**src/shared/lcd_seq_defines.svh**
```systemverilog
// Timing constants and command codes shared by both ends of the reset link
//
// Summary of operation
// RL1 - Reject reset pulses under 5us; accept longer
// RL2 - Reload stored settings after every reset release
// RL3 - Host waits 5ms after release before commands
// RL4 - Host delays sleep-exit until 120ms after release
// RL5 - Awake reset runs blanking, at most 120ms
// RL6 - Sleeping reset stays blank; all end default
// RL7 - Glitches inside valid pulse are filtered too
// RL8 - Reset in deep standby lands in sleep
// RL9 - Host leaves 1ms between second, third select
// RL10 - Host finishes standby exit before pixel writes
// RL11 - Host restores display with display-on sequence
// RL12 - Host rewrites memory and settings after standby
// RL13 - Deep standby restarts regulator before initial state
// RL14 - Reset low time measured by cycle counter
// RL15 - Commands refused until settings reload completes
`ifndef LCD_SEQ_DEFINES_SVH
`define LCD_SEQ_DEFINES_SVH

// ******************************************************************
// Clock
// ******************************************************************
`define CLK_MHZ              50
`define CLK_KHZ              50000

// ******************************************************************
// Reset pin filter
// ******************************************************************
`define RESET_REJECT_US      5
`define RESET_REJECT_CYC     (`RESET_REJECT_US * `CLK_MHZ)
`define RESET_FULL_US        10
`define RESET_FULL_CYC       (`RESET_FULL_US * `CLK_MHZ)

// ******************************************************************
// Device sequencing times
// ******************************************************************
`define RESET_CANCEL_MS      5
`define RESET_CANCEL_CYC     (`RESET_CANCEL_MS * `CLK_KHZ)
`define NV_RELOAD_US         50
`define NV_RELOAD_CYC        (`NV_RELOAD_US * `CLK_MHZ)
`define BLANK_MAX_MS         120
`define BLANK_MAX_CYC        (`BLANK_MAX_MS * `CLK_KHZ)
`define REGULATOR_US         20
`define REGULATOR_CYC        (`REGULATOR_US * `CLK_MHZ)

// ******************************************************************
// Host sequencing times
// ******************************************************************
`define SLEEP_EXIT_MS        120
`define SLEEP_EXIT_CYC       (`SLEEP_EXIT_MS * `CLK_KHZ)
`define RESET_PULSE_US       20
`define RESET_PULSE_CYC      (`RESET_PULSE_US * `CLK_MHZ)
`define DSB_GAP_MS           1
`define DSB_GAP_CYC          (`DSB_GAP_MS * `CLK_KHZ)
`define DSB_SHORT_GAP_CYC    8
`define CS_LOW_CYC           4

// ******************************************************************
// Command codes
// ******************************************************************
`define CMD_SLEEP_IN         8'h10
`define CMD_SLEEP_OUT        8'h11
`define CMD_DISPLAY_OFF      8'h28
`define CMD_DISPLAY_ON       8'h29
`define CMD_MEM_WRITE        8'h2c
`define CMD_DSTB_ENTER       8'hb7
`define DSB_CS_PULSES        2'h3

`endif

```
**src/shared/lcd_seq_pkg.sv**
```systemverilog
// State types for both ends of the reset link
package lcd_seq_pkg;

    typedef enum logic [5:0] {
        S_RUN    = 6'b000001,
        S_BLANK  = 6'b000010,
        S_HOLD   = 6'b000100,
        S_REGUL  = 6'b001000,
        S_RELOAD = 6'b010000,
        S_DEEP   = 6'b100000
    } dev_state_t;

    typedef enum logic [4:0] {
        H_RST_LOW = 5'b00001,
        H_WAIT    = 5'b00010,
        H_READY   = 5'b00100,
        H_DSB_LOW = 5'b01000,
        H_DSB_GAP = 5'b10000
    } host_state_t;

endpackage

```
**src/shared/lcd_seq_if.sv**
```systemverilog
// Link between host controller and display driver reset sequencer
interface lcd_seq_if;
    logic       hw_reset_pin_n;
    logic       chip_select_pin_n;
    logic       cmd_strobe;
    logic [7:0] cmd_code;
    logic       cmd_ack;
    logic       cmd_nak;

    modport device (
        input  hw_reset_pin_n,
        input  chip_select_pin_n,
        input  cmd_strobe,
        input  cmd_code,
        output cmd_ack,
        output cmd_nak
    );

    modport host (
        output hw_reset_pin_n,
        output chip_select_pin_n,
        output cmd_strobe,
        output cmd_code,
        input  cmd_ack,
        input  cmd_nak
    );
endinterface

```
**src/lcd_seq_device.sv**
```systemverilog
// Display driver end: reset pin filter, blanking, reload and deep standby exit
`include "lcd_seq_defines.svh"

module lcd_seq_device #(
    parameter logic [31:0] BLANK_CYC = `BLANK_MAX_CYC
) (
    input  wire logic           clk,
    input  wire logic           reset,
    input  wire logic           ce,
    lcd_seq_if.device           link,
    input  wire logic [7:0]     nv_id,
    input  wire logic [6:0]     nv_common_electrode_level,
    output      logic [7:0]     id_value,
    output      logic [6:0]     common_electrode_level,
    output      logic           sleep_mode,
    output      logic           deep_standby,
    output      logic           display_blank,
    output      logic           blanking,
    output      logic           reloading,
    output      logic           reset_long,
    output      logic           cmd_out_valid,
    output      logic [7:0]     cmd_out_code
);

    // ******************************************************************
    // Pin synchronisers
    // ******************************************************************
    logic [2:0]  rst_sync_reg;
    logic [2:0]  cs_sync_reg;
    logic        rst_level_reg;
    logic        cs_level_reg;
    logic        cs_prev_reg;

    always_ff @(posedge clk) begin
        if (reset) begin
            rst_sync_reg  <= 3'h7;
            cs_sync_reg   <= 3'h7;
            rst_level_reg <= 1'b1;
            cs_level_reg  <= 1'b1;
            cs_prev_reg   <= 1'b1;
        end else if (ce) begin
            rst_sync_reg <= {rst_sync_reg[1:0], link.hw_reset_pin_n};
            cs_sync_reg  <= {cs_sync_reg[1:0], link.chip_select_pin_n};
            cs_prev_reg  <= cs_level_reg;
            if (rst_sync_reg[1] == rst_sync_reg[2]) begin
                rst_level_reg <= rst_sync_reg[2];
            end
            if (cs_sync_reg[1] == cs_sync_reg[2]) begin
                cs_level_reg <= cs_sync_reg[2];
            end
        end
    end

    wire pin_low = ~rst_level_reg;
    wire cs_fall = cs_prev_reg & ~cs_level_reg;

    // ******************************************************************
    // Reset pulse measurement
    // ******************************************************************
    localparam logic [9:0] REJECT_LAST = 10'(`RESET_REJECT_CYC - 1);
    localparam logic [9:0] FULL_LAST   = 10'(`RESET_FULL_CYC - 1);

    logic [9:0]  low_cnt_reg;
    logic [9:0]  high_cnt_reg;
    logic        pulse_valid_reg;
    logic        reset_long_reg;

    wire low_sat     = (low_cnt_reg == FULL_LAST);
    wire reset_start = ~pulse_valid_reg & pin_low & (low_cnt_reg == REJECT_LAST); // RL1 RL14
    wire release_ok  = pulse_valid_reg & ~pin_low & (high_cnt_reg == REJECT_LAST); // RL7

    always_ff @(posedge clk) begin
        if (reset) begin
            low_cnt_reg     <= 10'h000;
            high_cnt_reg    <= 10'h000;
            pulse_valid_reg <= 1'b0;
            reset_long_reg  <= 1'b0;
        end else if (ce) begin
            if (pin_low) begin
                high_cnt_reg <= 10'h000;
                low_cnt_reg  <= low_sat ? low_cnt_reg : low_cnt_reg + 10'h001; // RL14
            end else if (!pulse_valid_reg || release_ok) begin
                low_cnt_reg  <= 10'h000; // RL1
                high_cnt_reg <= 10'h000;
            end else begin
                high_cnt_reg <= high_cnt_reg + 10'h001; // RL7
            end
            if (reset_start) begin
                pulse_valid_reg <= 1'b1;
            end else if (release_ok) begin
                pulse_valid_reg <= 1'b0;
            end
            if (release_ok) begin
                reset_long_reg <= 1'b0;
            end else if (pulse_valid_reg && low_sat) begin
                reset_long_reg <= 1'b1; // RL1
            end
        end
    end

    // ******************************************************************
    // Sequencer
    // ******************************************************************
    lcd_seq_pkg::dev_state_t state_reg;
    logic [31:0] tmr_reg;
    logic        from_deep_reg;
    logic        sleep_reg;
    logic        disp_on_reg;
    logic [1:0]  cs_cnt_reg;
    logic [7:0]  id_reg;
    logic [6:0]  level_reg;
    logic        ack_reg;
    logic        nak_reg;
    logic        out_valid_reg;
    logic [7:0]  out_code_reg;

    wire in_run    = (state_reg == lcd_seq_pkg::S_RUN);
    wire cmd_take  = link.cmd_strobe & in_run; // RL15
    wire is_dstb   = (link.cmd_code == `CMD_DSTB_ENTER);
    wire cmd_bad   = cmd_take & is_dstb & ~sleep_reg;
    wire blank_end = (tmr_reg >= BLANK_CYC - 32'h1);
    wire regul_end = (tmr_reg == 32'(`REGULATOR_CYC - 1));
    wire load_end  = (tmr_reg == 32'(`NV_RELOAD_CYC - 1));

    always_ff @(posedge clk) begin
        if (reset) begin
            state_reg     <= lcd_seq_pkg::S_RUN;
            tmr_reg       <= 32'h0;
            from_deep_reg <= 1'b0;
            sleep_reg     <= 1'b1;
            disp_on_reg   <= 1'b0;
            cs_cnt_reg    <= 2'h0;
            id_reg        <= 8'h00;
            level_reg     <= 7'h00;
            ack_reg       <= 1'b0;
            nak_reg       <= 1'b0;
            out_valid_reg <= 1'b0;
            out_code_reg  <= 8'h00;
        end else if (ce) begin
            ack_reg       <= cmd_take & ~cmd_bad;
            nak_reg       <= (link.cmd_strobe & ~in_run) | cmd_bad; // RL15
            out_valid_reg <= cmd_take & ~cmd_bad;
            if (cmd_take) begin
                out_code_reg <= link.cmd_code;
            end
            tmr_reg <= tmr_reg + 32'h1;
            case (state_reg)
                lcd_seq_pkg::S_RUN: begin
                    if (reset_start) begin
                        tmr_reg <= 32'h0;
                        // Sleeping panel is already dark, no blanking pass
                        state_reg <= sleep_reg ? lcd_seq_pkg::S_HOLD
                                               : lcd_seq_pkg::S_BLANK; // RL5 RL6
                    end else if (cmd_take && !cmd_bad) begin
                        case (link.cmd_code)
                            `CMD_SLEEP_IN:    sleep_reg   <= 1'b1;
                            `CMD_SLEEP_OUT:   sleep_reg   <= 1'b0;
                            `CMD_DISPLAY_ON:  disp_on_reg <= 1'b1;
                            `CMD_DISPLAY_OFF: disp_on_reg <= 1'b0;
                            `CMD_DSTB_ENTER: begin
                                state_reg  <= lcd_seq_pkg::S_DEEP;
                                cs_cnt_reg <= 2'h0;
                            end
                            default: ;
                        endcase
                    end
                end
                lcd_seq_pkg::S_BLANK: begin
                    if (blank_end) begin
                        disp_on_reg <= 1'b0; // RL5
                        state_reg   <= lcd_seq_pkg::S_HOLD;
                    end
                end
                lcd_seq_pkg::S_HOLD: begin
                    disp_on_reg <= 1'b0; // RL6
                    sleep_reg   <= 1'b1;
                    tmr_reg     <= 32'h0;
                    if (!pulse_valid_reg) begin
                        state_reg <= from_deep_reg ? lcd_seq_pkg::S_REGUL
                                                   : lcd_seq_pkg::S_RELOAD; // RL13
                    end
                end
                lcd_seq_pkg::S_REGUL: begin
                    if (reset_start) begin
                        state_reg <= lcd_seq_pkg::S_HOLD;
                    end else if (regul_end) begin
                        tmr_reg   <= 32'h0;
                        state_reg <= lcd_seq_pkg::S_RELOAD; // RL13
                    end
                end
                lcd_seq_pkg::S_RELOAD: begin
                    if (reset_start) begin
                        state_reg <= lcd_seq_pkg::S_HOLD;
                    end else if (load_end) begin
                        id_reg        <= nv_id; // RL2
                        level_reg     <= nv_common_electrode_level;
                        from_deep_reg <= 1'b0;
                        state_reg     <= lcd_seq_pkg::S_RUN; // RL6 RL8
                    end
                end
                lcd_seq_pkg::S_DEEP: begin
                    // Settings are lost here, so every exit goes through reload
                    from_deep_reg <= 1'b1;
                    tmr_reg       <= 32'h0;
                    if (reset_start) begin
                        state_reg <= lcd_seq_pkg::S_HOLD; // RL8
                    end else if (cs_fall) begin
                        cs_cnt_reg <= cs_cnt_reg + 2'h1;
                        if (cs_cnt_reg == `DSB_CS_PULSES - 2'h1) begin
                            state_reg <= lcd_seq_pkg::S_REGUL; // RL13
                        end
                    end
                end
                default: state_reg <= lcd_seq_pkg::S_HOLD;
            endcase
            if (reset_start && state_reg != lcd_seq_pkg::S_RUN) begin
                tmr_reg <= (state_reg == lcd_seq_pkg::S_BLANK) ? tmr_reg + 32'h1 : 32'h0;
            end
        end
    end

    assign link.cmd_ack           = ack_reg;
    assign link.cmd_nak           = nak_reg;
    assign id_value               = id_reg;
    assign common_electrode_level = level_reg;
    assign sleep_mode             = sleep_reg;
    assign deep_standby           = (state_reg == lcd_seq_pkg::S_DEEP);
    assign display_blank          = ~in_run | sleep_reg | ~disp_on_reg; // RL6
    assign blanking               = (state_reg == lcd_seq_pkg::S_BLANK);
    assign reloading              = (state_reg == lcd_seq_pkg::S_RELOAD);
    assign reset_long             = reset_long_reg;
    assign cmd_out_valid          = out_valid_reg;
    assign cmd_out_code           = out_code_reg;

endmodule

```
**src/flat_wrapper.sv**
```systemverilog
// flat-port wrapper written by rule: the top's interface ports become plain ports
module lcd_seq_device_flat 
#(
    parameter logic [31:0] BLANK_CYC = `BLANK_MAX_CYC
)
  (clk, reset, ce, nv_id, nv_common_electrode_level, id_value, common_electrode_level, sleep_mode, deep_standby, display_blank, blanking, reloading, reset_long, cmd_out_valid, cmd_out_code, link_hw_reset_pin_n, link_chip_select_pin_n, link_cmd_strobe, link_cmd_code, link_cmd_ack, link_cmd_nak);
  lcd_seq_if link_i ();
  input  wire logic clk;
  input  wire logic reset;
  input  wire logic ce;
  input  wire logic [7:0] nv_id;
  input  wire logic [6:0] nv_common_electrode_level;
  output      logic [7:0] id_value;
  output      logic [6:0] common_electrode_level;
  output      logic sleep_mode;
  output      logic deep_standby;
  output      logic display_blank;
  output      logic blanking;
  output      logic reloading;
  output      logic reset_long;
  output      logic cmd_out_valid;
  output      logic [7:0] cmd_out_code;
  input wire logic [$bits(link_i.hw_reset_pin_n)-1:0] link_hw_reset_pin_n;
  input wire logic [$bits(link_i.chip_select_pin_n)-1:0] link_chip_select_pin_n;
  input wire logic [$bits(link_i.cmd_strobe)-1:0] link_cmd_strobe;
  input wire logic [$bits(link_i.cmd_code)-1:0] link_cmd_code;
  output wire logic [$bits(link_i.cmd_ack)-1:0] link_cmd_ack;
  output wire logic [$bits(link_i.cmd_nak)-1:0] link_cmd_nak;
  assign link_i.hw_reset_pin_n = link_hw_reset_pin_n;
  assign link_i.chip_select_pin_n = link_chip_select_pin_n;
  assign link_i.cmd_strobe = link_cmd_strobe;
  assign link_i.cmd_code = link_cmd_code;
  assign link_cmd_ack = link_i.cmd_ack;
  assign link_cmd_nak = link_i.cmd_nak;
  lcd_seq_device #(.BLANK_CYC(BLANK_CYC)) u_core (.clk(clk), .reset(reset), .ce(ce), .link(link_i), .nv_id(nv_id), .nv_common_electrode_level(nv_common_electrode_level), .id_value(id_value), .common_electrode_level(common_electrode_level), .sleep_mode(sleep_mode), .deep_standby(deep_standby), .display_blank(display_blank), .blanking(blanking), .reloading(reloading), .reset_long(reset_long), .cmd_out_valid(cmd_out_valid), .cmd_out_code(cmd_out_code));
endmodule
```
**config.mk**
```make
export PLATFORM = sky130hd
export DESIGN_NAME = lcd_seq_device_flat
export DESIGN_NICKNAME = d
export VERILOG_FILES = /design/src/shared/lcd_seq_pkg.sv /design/src/shared/lcd_seq_if.sv /design/src/lcd_seq_device.sv /design/src/flat_wrapper.sv
export VERILOG_INCLUDE_DIRS = /design/src /design/src/shared
export SDC_FILE = /design/constraint.sdc
export NUM_CORES = 1
export LEC_CHECK = 0
export BUFFER_PORTS_ARGS = -buffer_cell sky130_fd_sc_hd__buf_2
export CAP_MARGIN = 20
export CORE_ASPECT_RATIO = 0.9
export CORE_MARGIN = 2
export CORE_UTILIZATION = 46
export DETAILED_ROUTE_END_ITERATION = 12
export GPL_ROUTABILITY_DRIVEN = 0
export PLACE_DENSITY = 0.62
export SLEW_MARGIN = 10
export SYNTH_ARGS = -nofsm -noshare
export SYNTH_HDL_FRONTEND = slang
export SYNTH_SLANG_ARGS = --single-unit
```
**constraint.sdc**
```tcl
create_clock -name clk -period 3.4 [get_ports clk]
set_input_delay 0.17 -clock clk [delete_from_list [all_inputs] [get_ports clk]]
set_output_delay 0.17 -clock clk [all_outputs]
set_load 0.01 [all_outputs]
```
== Word level (Yosys, flattened, before mapping) ==
Cells that the tools add are included.

* Bits in registers: 99
* Latch bits: 0
* Bits in writable memories: 0
* Bits in read-only memories: 0
* Input port bits: 29
* Output and inout bits: 32
* Logic and storage cells: 158
* Memories kept: 0

* Add/subtract/negate cells: 4
* Multipliers: 0
* Div/mod/pow operators: 0
* $lt $le $gt $ge: 1
* Equality and inequality tests: 39
* Shift-type cells: 0
* Multiplexer cells: 48
* Bitwise logic cells: 21
* Reduce and logical (&&, ||, !) cells: 25

{| class="wikitable"
|+ Operators with widths
! kind !! number
|-
| $mux 32 || 5
|-
| $pmux 32 s3 || 1
|-
| $mux 6 || 12
|-
| $mux 10 || 5
|-
| $pmux 6 s6 || 1
|-
| $add 32x1->32 const B || 1
|-
| $eq 32x10->1 const B || 1
|-
| $eq 32x12->1 const B || 1
|-
| $ge 32x23->1 const B || 1
|-
| $add 10x1->10 const B || 2
|-
| $eq 10x8->1 const B || 2
|-
| $eq 8x5->1 const B || 2
|-
| $eq 8x6->1 const B || 2
|-
| $ne 2x2->1 const B || 7
|-
| $ne 3x1->1 const B || 4
|-
| $mux 1 || 11
|-
| $and 1x1->1 || 10
|-
| $eq 10x9->1 const B || 1
|-
| $mux 2 || 5
|-
| $reduce_and 2->1 || 5
|-
| $reduce_bool 2->1 || 5
|-
| $reduce_and 9->1 || 1
|-
| $eq 8x8->1 const B || 1
|-
| $ne 2x1->1 const B || 4
|-
| 29 further kinds || 48
|}

== Longest topological paths before layout ==
Gate-level depths: netlist of run 1.

* Word-level depth: 9
* Depth in mapped cells: 11

== Worst setup path before layout of run 1 ==
No wires, ideal clock.

* Path type: reg2reg
* From: register u_core.tmr_reg[2]
* To: register u_core.state_reg[5]
* Library setup time: 0.121 ns
* Data arrival time: 1.931 ns
* Required time: 3.279 ns
* Slack: 1.348 ns
* Stages on the path, launching flop included: 7
* Buffers on the path: 1
* Clock period less this slack: 2.052 ns
* Cells stage by stage: dfxtp_1 > buf_2 > or4b_1 > nor3_4 > a2bb2oi_2 > o211ai_4 > mux2_4

* Word-level cells in the longest chain between the ends: 3
* Elaborated cells on any way between the ends: 7

{| class="wikitable"
|+ RTL lines
! item !! line !! text
|-
| start: declaration || lcd_seq_device.sv:105 || <nowiki>logic [31:0] tmr_reg;</nowiki>
|-
| start signal: assignment || lcd_seq_device.sv:146 || <nowiki>tmr_reg <= tmr_reg + 32'h1;</nowiki>
|-
| start signal: assignment || lcd_seq_device.sv:217 || <nowiki>tmr_reg <= (state_reg == lcd_seq_pkg::S_BLANK) ? tmr_reg + 32'h1 : 32'h0;</nowiki>
|-
| $ge 32x23->1 (tied with other cells) || lcd_seq_device.sv:121 || <nowiki>wire blank_end = (tmr_reg >= BLANK_CYC - 32'h1);</nowiki>
|-
| $ne 2x1->1 (no line) or $ne 3x1->1 (tied branches) || n/a ||
|-
| $reduce_and 9->1 (no line) * || n/a ||
|-
| end signal: assignment || lcd_seq_device.sv:127 || <nowiki>state_reg <= lcd_seq_pkg::S_RUN;</nowiki>
|-
| end signal: assignment || lcd_seq_device.sv:152 || <nowiki>state_reg <= sleep_reg ? lcd_seq_pkg::S_HOLD</nowiki>
|-
| end signal: assignment || lcd_seq_device.sv:161 || <nowiki>state_reg <= lcd_seq_pkg::S_DEEP;</nowiki>
|-
| end: declaration || lcd_seq_device.sv:104 || <nowiki>lcd_seq_pkg::dev_state_t state_reg;</nowiki>
|}

Every way passes the cells marked *; elsewhere a longest branch is shown, timed or not.
A chain may end at the register's enable or synchronous reset.

== Worst setup path in the final report of run 1 ==
* From: register u_core.low_cnt_reg[0]
* To: register u_core.id_reg[0] (netlist: u_core.id_value[0])

* Word-level cells in the longest chain between the ends: 4

{| class="wikitable"
|+ RTL lines
! item !! line !! text
|-
| start: declaration || lcd_seq_device.sv:63 || <nowiki>logic [9:0] low_cnt_reg;</nowiki>
|-
| start signal: assignment || lcd_seq_device.sv:81 || <nowiki>low_cnt_reg <= low_sat ? low_cnt_reg : low_cnt_reg + 10'h001;</nowiki>
|-
| $eq 10x8->1 || lcd_seq_device.sv:69 || <nowiki>wire reset_start = ~pulse_valid_reg & pin_low & (low_cnt_reg == REJECT_LAST);</nowiki>
|-
| $and 1x1->1 || lcd_seq_device.sv:69 ||
|-
| $not 1->1 (no line) || n/a ||
|-
| $reduce_and 4->1 (no line) || n/a ||
|-
| end signal: assignment || lcd_seq_device.sv:195 || <nowiki>id_reg <= nv_id;</nowiki>
|-
| end: declaration || lcd_seq_device.sv:110 || <nowiki>logic [7:0] id_reg;</nowiki>
|}

No other way between the ends.

==> results.py, run 1 <==
metrics = {
    "power_and_ir_drop": {
        "finalPower_uw": 2610,
        "p_per_area_mw_per_mm2": 476,
        "peakVddDrop_mv": 0.327,
        "p_leak_uw": 0.00208,
    },
    "placed_design": {
        "io_buffers": 60,
        "pre_cts_ws_ns": 1.03,
        "hpwl_um": 7840,
        "placedCellCount": 745,
    },
    "setup_path": {
        "timing.rr.start": "u_core.low_cnt_reg[0]$_SDFFE_PP0P_",
        "reg2reg_slack_ns": 1.05,
        "cp_cell_sequence": "ha_1 -> nand4bb_1 -> or4_1 -> and3_1 -> nand2_4 -> nand2_1 -> a21oi_1",
        "slowest_stage": "or4_1",
        "ff2ff_path_depth": 7,
        "crit_buf_inv": 0,
        "r2r_end": "u_core.id_value[0]$_SDFFE_PP0P_",
        "cp_slowest_stage_delay_ns": 0.60,
        "cp.arrival_ns": 2.63,
        "cp_max_fo": 17,
        "critPathCaptureType": "register",
        "worstSetupPathType": "reg -> reg",
        "worst-endpoint-required_ns": 3.67,
        "crit_family": "simple AND/OR/NAND/NOR gates",
        "critPathLaunchType": "register",
    },
    "timing": {
        "final.period_utilization": 0.693,
        "tns_ns": 0,
        "rsz0062_at_grt": "no",
        "finalCriticalPeriod_ns": 2.35,
        "fmax_mhz": 425,
        "setup_ws_ns": 1.05,
        "slew_violations": 0,
        "setup_violations": 0,
        "skew_ns": 0.00926,
        "slew_headroom": 0.422,
        "worstMarginPinSlew_ns": 0.859,
        "hold_viol": 0,
    },
    "die": {
        "die_h_um": 101,
        "row_count": 35,
        "ioPinCount": 61,
        "die-area_mm2": 0.0113,
        "start_util": 0.470,
        "coreArea_mm2": 0.0102,
        "die_w_um": 112,
    },
    "clock_tree": {
        "h-tree-depth": 3,
        "path_clk_slew_ns": 0.07,
        "clk_path_buf_depth": 2,
        "insertion_delay_ns": 0.34,
        "cts_made_buffers": 9,
        "cts_tree": "done",
        "cts.sinks": 99,
        "cts-root-buf": "clkbuf_16",
        "post_cts_resized": 0,
        "ctsHoldBuffers": 0,
        "post_cts_buffers": 0,
    },
    "synthesis": {
        "ys_async_sr_fraction": 0,
        "yosys_register_bits": 99,
        "synth.top_cell.area_share": 0.413,
        "syn_area_per_cell_um2": 8.29,
        "yosysTopAreaCell": "dfxtp_1",
        "syn-cell-area_mm2": 0.00480,
        "synthTopCellsByCount": "dfxtp_1 (99), nor2_1 (92), nand2_1 (65)",
        "synth_nets": 614,
        "synth_cells": 579,
        "ys.flop_type": "dfxtp_1",
        "yosysMostFrequentCell": "dfxtp_1",
        "synth_cell_types": 63,
        "synth_top_cells_by_area": "dfxtp_1 (41%), nor2_1 (7.2%), xnor2_1 (6.0%)",
        "synth_warnings": 0,
        "ys_seq_area_frac": 0.413,
        "synth-edff-count": 0,
    },
    "hold_path": {
        "hp-start": "link_hw_reset_pin_n",
        "hold_path_depth": 3,
        "worstHoldEndpoint": "u_core.rst_sync_reg[0]$_SDFFE_PP1P_",
        "hold_path.class": "in -> reg",
    },
    "layout": {
        "largest_reg_flops": 32,
        "drive_above_1_share": 0.151,
        "area_growth_pct": 14.1,
        "instances_no_fill": 760,
        "final_nets": 662,
        "antennaDiodeCount": 0,
    },
    "global_routing": {
        "grt_usage": 0.199,
        "grt_overflow": 0,
        "grt_pass1_vias": 3914,
        "antenna_found_initial": 0,
        "grt_max_degree": 40,
        "grt_pass1_wl_um": 18400,
    },
    "route": {
        "post-route-drc-count": 0,
        "ant_nets": 0,
        "routed_wl_um": 10900,
        "drt_iter0_drc": 332,
        "via_per_inst": 5.47,
        "firstDrtPassIters": 5,
        "wl_per_cell_um": 14.3,
        "vias": 4157,
    },
    "job": {
        "maxCapViolCount": 0,
    },
    "run_status": {
        "status": "complete, no violations",
    },
}
## worst register-to-register path, stage by stage (launching register included)
cell and delay (ns):
dfxtp_1 0.42, ha_1 0.18, nand4bb_1 0.12, or4_1 0.60
and3_1 0.48, nand2_4 0.28, nand2_1 0.08, a21oi_1 0.13
## where the power goes
group          internal (µW)  switching, µW  leakage [µW]
combinational            145            202       0.00114
clock                    605            419      0.000144
sequential              1190           43.3      0.000800
total                   1940            664       0.00208
## cell type report
type | count | area [µm²]
flip-flops and latches | 99 | 1980
clock buffers | 11 | 253
fillers | 984 | 4730
inverters | 19 | 71.3
repair buffers | 64 | 330
clock inverters | 4 | 50.0
multi-input cells | 434 | 2630
well taps | 129 | 161
## per-stage QoR
step	cell area, µm²	hold slack [ns]	util
2_1_floorplan	4800	0.298	-
3_3_place_gp	5170	0.392	0.507
3_5_place_dp	5170	0.405	0.507
4_1_cts	5470	0.0506	0.536
5_1_grt	5470	0.0572	0.536
6_report	5470	0.0594	0.536
## kinds of logic (layout without fill, tap and decap cells)
| logic type | count (synthesis) | count (layout) | share of synthesized area |
|---|---|---|---|
| compound gates | 68 | 68 | 0.0947 |
| xor+xnor | 49 | 49 | 0.0894 |
| fa+ha+maj | 6 | 6 | 0.0156 |
| buf+inv | 46 | 98 | 0.0399 |
| flops | 99 | 99 | 0.413 |
| mux | 19 | 19 | 0.0407 |
| simple gates | 292 | 292 | 0.307 |
## worst max-delay path by stage
stage | startpoint | end | depth (start not counted)
6_report | u_core.low_cnt_reg[0]$_SDFFE_PP0P_ | u_core.id_value[0]$_SDFFE_PP0P_ | 7
5_1_grt | u_core.low_cnt_reg[0]$_SDFFE_PP0P_ | u_core.id_value[0]$_SDFFE_PP0P_ | 7
4_1_cts | u_core.low_cnt_reg[0]$_SDFFE_PP0P_ | u_core.common_electrode_level[4]$_SDFFE_PP0P_ | 7
3_5_place_dp | u_core.rst_level_reg$_SDFFE_PP1P_ | u_core.from_deep_reg$_SDFFE_PP0P_ | 6
3_3_place_gp | u_core.rst_level_reg$_SDFFE_PP1P_ | u_core.from_deep_reg$_SDFFE_PP0P_ | 6
2_1_floorplan | u_core.tmr_reg[2]$_SDFFE_PP0P_ | u_core.state_reg[5]$_SDFFE_PP0P_ | 6
## cells in the final DEF, fill, tap and decap left out, types with 3 or more instances in the layout
master     instances
a21oi_1           28
o211ai_1           4
buf_4              4
nor2b_1            4
or4_1              4
and4_1             3
nand4b_1           7
or3_1              4
buf_2             60
ha_1               6
xor2_1            16
nand2_1           65
xnor2_1           33
nand4_1           15
nand3_1           40
nor3_1            24
nor2_1            92
mux2i_1           18
clkbuf_16          9
o21ai_0            9
inv_1             19
and3_1             5
o22ai_1            4
nor4_1             7
dfxtp_1           99
## metal layers
| layer | vias to the layer above | share of wire | track usage |
|---|---|---|---|
| li1 | 2106 | - | - |
| met1 | 1933 | 0.48 | 0.268 |
| met2 | 105 | 0.45 | 0.317 |
| met3 | 13 | 0.053 | 0.0415 |
| met4 | 0 | 0.014 | 0.0741 |
| met5 | - | 0 | 0 |
(Power assumes the default switching activity.)
==> run 2: changes to the inputs <==
--- a/config.mk
+++ b/config.mk
@@ -6,6 +6,7 @@
 export SDC_FILE = /design/constraint.sdc
 export NUM_CORES = 1
 export LEC_CHECK = 0
+export ABC_AREA = 1
 export BUFFER_PORTS_ARGS = -buffer_cell sky130_fd_sc_hd__buf_2
 export CAP_MARGIN = 20
 export CORE_ASPECT_RATIO = 0.9
@@ -13,7 +14,7 @@
 export CORE_UTILIZATION = 46
 export DETAILED_ROUTE_END_ITERATION = 12
 export GPL_ROUTABILITY_DRIVEN = 0
-export PLACE_DENSITY = 0.62
+export PLACE_DENSITY = 0.63
 export SLEW_MARGIN = 10
 export SYNTH_ARGS = -nofsm -noshare
 export SYNTH_HDL_FRONTEND = slang
==> constraint.sdc (replaced) <==
create_clock -name clk -period 2.13 [get_ports clk]
set_input_delay 0.1065 -clock clk [delete_from_list [all_inputs] [get_ports clk]]
set_output_delay 0.1065 -clock clk [all_outputs]
set_load 0.01 [all_outputs]
==> results.py, run 2 <==
metrics = {
    "setup_path": {
        "cp.arrival_ns": 2.13,
        "worstSetupPathType": "reg -> reg",
        "worst-endpoint-required_ns": 2.34,
        "critPathCaptureType": "register",
        "crit_family": "simple AND/OR/NAND/NOR gates",
        "r2r_end": "u_core.tmr_reg[20]$_SDFFE_PP0P_",
        "crit_buf_inv": 2,
        "reg2reg_slack_ns": 0.21,
        "critPathLaunchType": "register",
        "ff2ff_path_depth": 11,
        "cp_cell_sequence": "nor2_1 -> nand2_1 -> nor2_1 -> nand2_1 -> inv_1 -> nand2_2 -> o21ai_2 -> nand2_4 -> buf_12 -> nand3_1 -> a21oi_1",
        "slowest_stage": "dfxtp_1",
        "cp_slowest_stage_delay_ns": 0.32,
        "timing.rr.start": "u_core.tmr_reg[24]$_SDFFE_PP0P_",
        "cp_max_fo": 15,
    },
    "route": {
        "wl_per_cell_um": 12.6,
        "routed_wl_um": 14400,
        "drt_iter0_drc": 259,
        "post-route-drc-count": 0,
        "ant_nets": 0,
        "vias": 5606,
        "firstDrtPassIters": 6,
        "via_per_inst": 4.92,
    },
    "synthesis": {
        "synth_cell_types": 43,
        "synthTopCellsByCount": "nand2_1 (214), nor2_1 (113), inv_1 (112)",
        "synthSimpleGateAreaFrac": 0.385,
        "synth_cells": 894,
        "ys_async_sr_fraction": 0,
        "yosysTopAreaCell": "dfxtp_1",
        "yosys_register_bits": 99,
        "ys.flop_type": "dfxtp_1",
        "synth_adder_area_share": 0.0125,
        "muxShareOfSynthArea": 0,
        "synth-edff-count": 0,
        "ys_seq_area_frac": 0.331,
        "synth_nets": 929,
        "synth_warnings": 0,
        "synth.top_cell.area_share": 0.331,
        "yosysMostFrequentCell": "nand2_1",
        "synth_compound_area_frac": 0.116,
        "syn_area_per_cell_um2": 6.70,
        "synth_top_family_by_area": "simple AND/OR/NAND/NOR gates",
        "synth_xor_area_frac": 0.0439,
        "syn-cell-area_mm2": 0.00599,
        "synth_top_cells_by_area": "dfxtp_1 (33%), nand2_1 (13%), nor2_1 (7.1%)",
    },
    "power_and_ir_drop": {
        "p_int_uw": 3500,
        "finalPower_uw": 5430,
        "p_comb_frac": 0.319,
        "switchingPower_uw": 1930,
        "power_frac_seq": 0.373,
        "switching_share": 0.356,
        "peakVddDrop_mv": 0.551,
        "p_leak_uw": 0.00295,
        "p_per_area_mw_per_mm2": 776,
        "p_clk_frac": 0.308,
    },
    "timing": {
        "slew_headroom": 0.555,
        "slew_violations": 0,
        "setup_ws_ns": 0.210,
        "setup_violations": 0,
        "final.period_utilization": 0.901,
        "finalCriticalPeriod_ns": 1.92,
        "skew_ns": 0.0108,
        "hold_viol": 0,
        "rsz0062_at_grt": "no",
        "worstMarginPinSlew_ns": 0.667,
        "fmax_mhz": 521,
        "tns_ns": 0,
    },
    "die": {
        "die_h_um": 112,
        "row_count": 39,
        "ioPinCount": 61,
        "start_util": 0.472,
        "die_w_um": 124,
        "die-area_mm2": 0.0139,
        "coreArea_mm2": 0.0127,
    },
    "clock_tree": {
        "path_clk_slew_ns": 0.07,
        "cts.sinks": 99,
        "cts-root-buf": "clkbuf_16",
        "insertion_delay_ns": 0.35,
        "cts_made_buffers": 9,
        "cts_tree": "done",
        "h-tree-depth": 3,
        "clk_path_buf_depth": 2,
    },
    "global_routing": {
        "grt_pass1_vias": 5131,
        "antenna_found_initial": 0,
        "grt_max_degree": 59,
        "grt_overflow": 0,
        "grt_pass1_wl_um": 24200,
        "grt_usage": 0.206,
    },
    "layout": {
        "mostFrequentLayoutCells": "nand2_1 (214), nor2_1 (113), inv_1 (112), dfxtp_1 (99), buf_2 (60)",
        "final_cell_area_mm2": 0.00700,
        "largest_reg_flops": 32,
        "final_nets": 1006,
        "area_growth_pct": 16.9,
        "drive_above_1_share": 0.193,
        "layout_commonest_cell": "nand2_1",
        "antennaDiodeCount": 0,
    },
    "placed_design": {
        "placed_area_mm2": 0.00647,
        "io_buffers": 60,
        "hpwl_um": 10100,
        "pre_cts_ws_ns": 0.157,
    },
    "run_status": {
        "status": "complete, no violations",
    },
    "job": {
        "maxCapViolCount": 0,
    },
    "hold_path": {
        "hold_path.class": "in -> reg",
        "worstHoldEndpoint": "u_core.id_value[0]$_SDFFE_PP0P_",
        "hp-start": "nv_id[0]",
        "hold_path_depth": 3,
    },
}
-- run 2: changes by cell type after synthesis, sizes merged, moves of 18 or more --
cell | before | now
a21oi | 28 | 62
inv | 19 | 121
xnor2 | 33 | 4
mux2i | 18 | 0
nand3 | 41 | 70
nand2 | 66 | 226
nor2 | 92 | 137
-- run 2: area by class of cell --
cell class	instances	area, µm²
Clock buffer	10	239
Clock inverter	6	66.3
Fill cell	1282	5690
Inverter	127	478
Multi-Input combinational cell	634	3350
Sequential cell	99	1980
Tap cell	164	205
Timing Repair Buffer	100	682
-- run 2: how the worst max path moves through the flow --
stage,to,startpoint,slack [ns],depth (start not counted)
after floorplan,u_core.tmr_reg[10]$_SDFFE_PP0P_,u_core.low_cnt_reg[0]$_SDFFE_PP0P_,0.44,11
after global placement,u_core.tmr_reg[7]$_SDFFE_PP0P_,u_core.tmr_reg[24]$_SDFFE_PP0P_,0.19,11
after detailed placement,u_core.tmr_reg[20]$_SDFFE_PP0P_,u_core.low_cnt_reg[1]$_SDFFE_PP0P_,0.16,12
after CTS,u_core.tmr_reg[20]$_SDFFE_PP0P_,u_core.low_cnt_reg[1]$_SDFFE_PP0P_,0.14,12
after global routing,u_core.tmr_reg[20]$_SDFFE_PP0P_,u_core.low_cnt_reg[1]$_SDFFE_PP0P_,0.03,13
final,u_core.tmr_reg[20]$_SDFFE_PP0P_,u_core.tmr_reg[24]$_SDFFE_PP0P_,0.21,11
-- run 2: metrics by stage --
step | hold WS, ns | std cells | utilization
floorplan | 0.233 | 894 | -
global placement | 0.326 | 1103 | 0.510
detailed placement | 0.324 | 1103 | 0.510
CTS | 0.00664 | 1135 | 0.547
global route | 0.0211 | 1140 | 0.552
finish | 0.00555 | 1140 | 0.552
-- run 2: metal layers --
metal	up-vias	track usage	wire [µm]
met5	-	0	0
met4	0	0.0532	178
met3	17	0.0472	800
met2	121	0.318	6110
met1	2488	0.291	7300
li1	2980	-	-
-- run 2: what timing repair did --
item / CTS / global route
setup buffers: 0 / 5
resized for setup: 0 / 2
hold buffers: 16 / 0
setup endpoints to repair: 0 / 33
hold endpoints to repair: 16 / 0
-- run 2: power by group through the flow --
stage / Clock (µW) / Combinational [µW] / Sequential [µW]
after detailed placement: 0 / 1490 / 2060
after floorplan: 0 / 1170 / 2080
after CTS: 1710 / 1520 / 2020
final: 1670 / 1730 / 2020
after global placement: 0 / 1500 / 2070
after global routing: 1780 / 1910 / 2040
-- run 2: tightest hold or removal path, cell delays in order --
cell and delay (ns):
buf_2 0.08, o21bai_1 0.06, nor2_1 0.08
-- run 2: cells by family (layout without fill, tap and decap cells) --
kind of cell,Yosys count,count (layout)
AOI/OAI and AO/OA,120,120
buffers and inverters,161,243
and+or+nand+nor,478,478
DFF,99,99
adders and majority gates,6,6
xor gates and xnor gates,30,30
==> run 3: changes to the inputs <==
--- a/config.mk
+++ b/config.mk
@@ -6,7 +6,6 @@
 export SDC_FILE = /design/constraint.sdc
 export NUM_CORES = 1
 export LEC_CHECK = 0
-export ABC_AREA = 1
 export BUFFER_PORTS_ARGS = -buffer_cell sky130_fd_sc_hd__buf_2
 export CAP_MARGIN = 20
 export CORE_ASPECT_RATIO = 0.9
@@ -14,7 +13,7 @@
 export CORE_UTILIZATION = 46
 export DETAILED_ROUTE_END_ITERATION = 12
 export GPL_ROUTABILITY_DRIVEN = 0
-export PLACE_DENSITY = 0.63
+export PLACE_DENSITY = 0.64
 export SLEW_MARGIN = 10
 export SYNTH_ARGS = -nofsm -noshare
 export SYNTH_HDL_FRONTEND = slang
==> results.py, run 3 (synthesized netlist as in run 1, its figures left out) <==
metrics = {
    "clock_tree": {
        "clk_path_buf_depth": 2,
        "cts_tree": "done",
        "cts_made_buffers": 9,
        "path_clk_slew_ns": 0.07,
        "cts.sinks": 99,
        "insertion_delay_ns": 0.35,
        "h-tree-depth": 3,
        "cts-root-buf": "clkbuf_16",
    },
    "power_and_ir_drop": {
        "p_leak_uw": 0.00233,
        "p_per_area_mw_per_mm2": 720,
        "peakVddDrop_mv": 0.526,
    },
    "die": {
        "start_util": 0.470,
        "die_w_um": 112,
        "die-area_mm2": 0.0113,
        "ioPinCount": 61,
        "die_h_um": 101,
        "coreArea_mm2": 0.0102,
        "row_count": 35,
    },
    "placed_design": {
        "hpwl_um": 8290,
        "io_buffers": 60,
    },
    "global_routing": {
        "grt_pass1_vias": 4077,
        "grt_usage": 0.206,
        "antenna_found_initial": 0,
        "grt_overflow": 0,
        "grt_max_degree": 26,
        "grt_pass1_wl_um": 19000,
    },
    "setup_path": {
        "critPathLaunchType": "register",
        "ff2ff_path_depth": 7,
        "critPathCaptureType": "register",
        "cp_slowest_stage_delay_ns": 0.37,
        "slowest_stage": "dfxtp_1",
        "timing.rr.start": "u_core.tmr_reg[4]$_SDFFE_PP0P_",
        "worst-endpoint-required_ns": 2.36,
        "cp.arrival_ns": 2.32,
        "worstSetupPathType": "reg -> reg",
        "reg2reg_slack_ns": 0.04,
        "cp_common_cell": "buf_4",
        "r2r_end": "u_core.state_reg[5]$_SDFFE_PP0P_",
        "cp_max_fo": 5,
        "cp_cell_sequence": "nor4_1 -> nand4_1 -> buf_4 -> nor4b_4 -> buf_4 -> o211ai_4 -> mux2_4",
    },
    "timing": {
        "finalCriticalPeriod_ns": 2.09,
        "holdWs_ns": 0.0119,
        "slew_violations": 0,
        "slew_headroom": 0.715,
        "worstMarginPinSlew_ns": 0.424,
        "fmax_mhz": 479,
        "hold_viol": 0,
        "final.period_utilization": 0.980,
        "skew_ns": 0.00746,
        "tns_ns": 0,
        "setup_violations": 0,
    },
    "route": {
        "ant_nets": 0,
        "firstDrtPassIters": 4,
        "via_per_inst": 5.39,
        "vias": 4344,
        "wl_per_cell_um": 14.5,
        "post-route-drc-count": 0,
        "routed_wl_um": 11700,
        "drt_iter0_drc": 288,
    },
    "layout": {
        "antennaDiodeCount": 0,
        "register_area_mm2": 0.00199,
        "layout_commonest_cell": "dfxtp_1",
        "multi_input_area_mm2": 0.00271,
        "mostFrequentLayoutCells": "dfxtp_1 (94), nor2_1 (91), nand2_1 (65), buf_2 (60), buf_4 (45)",
        "area_growth_pct": 23.4,
        "drive_above_1_share": 0.226,
        "final_nets": 707,
        "n_fill_cell": 903,
        "largest_reg_flops": 32,
    },
    "hold_path": {
        "hp-start": "nv_id[3]",
        "worstHoldEndpoint": "u_core.id_value[3]$_SDFFE_PP0P_",
        "hold_path.class": "in -> reg",
        "hold_path_depth": 3,
    },
    "run_status": {
        "status": "complete, no violations",
    },
    "job": {
        "maxCapViolCount": 0,
    },
}
==> run 3: critical path, delay by kind of cell, from the launching register on <==
| kind | cells | cell delay, ns |
|---|---|---|
| AO/OA/AOI/OAI | 1 | 0.10 |
| buffers and inverters | 2 | 0.39 |
| flip-flops | 1 | 0.37 |
| multiplexers | 1 | 0.31 |
| AND/OR/NAND/NOR | 3 | 0.80 |
==> run 3: what timing repair did <==
item,CTS,global route
endpoints found under the setup margin,31,53
endpoints found under the hold margin,2,0
pin swaps,0,6
setup buffers,0,5
resized for setup,3,22
cloned,0,1
hold buffers,2,0
==> run 3: per-stage QoR <==
step / instance area (µm²) / power [µW] / setup WS (ns) / cells / util
2_1_floorplan: 4800 / 2410 / 0.0781 / 579 / -
3_3_place_gp: 5450 / 2630 / 0.0739 / 782 / 0.534
3_5_place_dp: 5450 / 2640 / -0.128 / 782 / 0.534
4_1_cts: 5780 / 4280 / -0.0234 / 800 / 0.567
5_1_grt: 5920 / 4440 / -0.0415 / 806 / 0.580
6_report: 5920 / 4260 / 0.0434 / 806 / 0.580
==> run 3: worst max path at each step <==
stage                                    start                               end  slack (ns)  cells after the start
5_1_grt        u_core.tmr_reg[25]$_SDFFE_PP0P_  u_core.state_reg[0]$_SDFFE_PP1P_       -0.04                      7
3_3_place_gp   u_core.tmr_reg[25]$_SDFFE_PP0P_    u_core.tmr_reg[4]$_SDFFE_PP0P_        0.07                      7
3_5_place_dp   u_core.tmr_reg[27]$_SDFFE_PP0P_   u_core.tmr_reg[19]$_SDFFE_PP0P_       -0.13                      7
2_1_floorplan   u_core.tmr_reg[2]$_SDFFE_PP0P_  u_core.state_reg[5]$_SDFFE_PP0P_        0.08                      6
4_1_cts         u_core.tmr_reg[0]$_SDFFE_PP0P_  u_core.state_reg[5]$_SDFFE_PP0P_       -0.02                      7
6_report        u_core.tmr_reg[4]$_SDFFE_PP0P_  u_core.state_reg[5]$_SDFFE_PP0P_        0.04                      7
==> run 3: per-layer routing <==
metal,share of wire,vias up,GRT usage
met5,0,-,0
met4,0.013,0,0.0703
met3,0.055,14,0.0475
met2,0.47,123,0.341
met1,0.46,2011,0.268
li1,-,2196,-
==> run 3: area by class of cell <==
cell class	count	area share
Clock buffer	9	0.0380
Clock inverter	7	0.0127
Inverter	19	0.0120
Tap cell	129	0.0273
Timing Repair Buffer	109	0.115
Sequential cell	99	0.337
Multi-Input combinational cell	434	0.458
==> run 3: report_power, final <==
part	internal (µW)	leakage [µW]	switching [µW]
sequential	1900	0.000803	70.4
combinational	299	0.00139	345
clock	916	0.000138	726
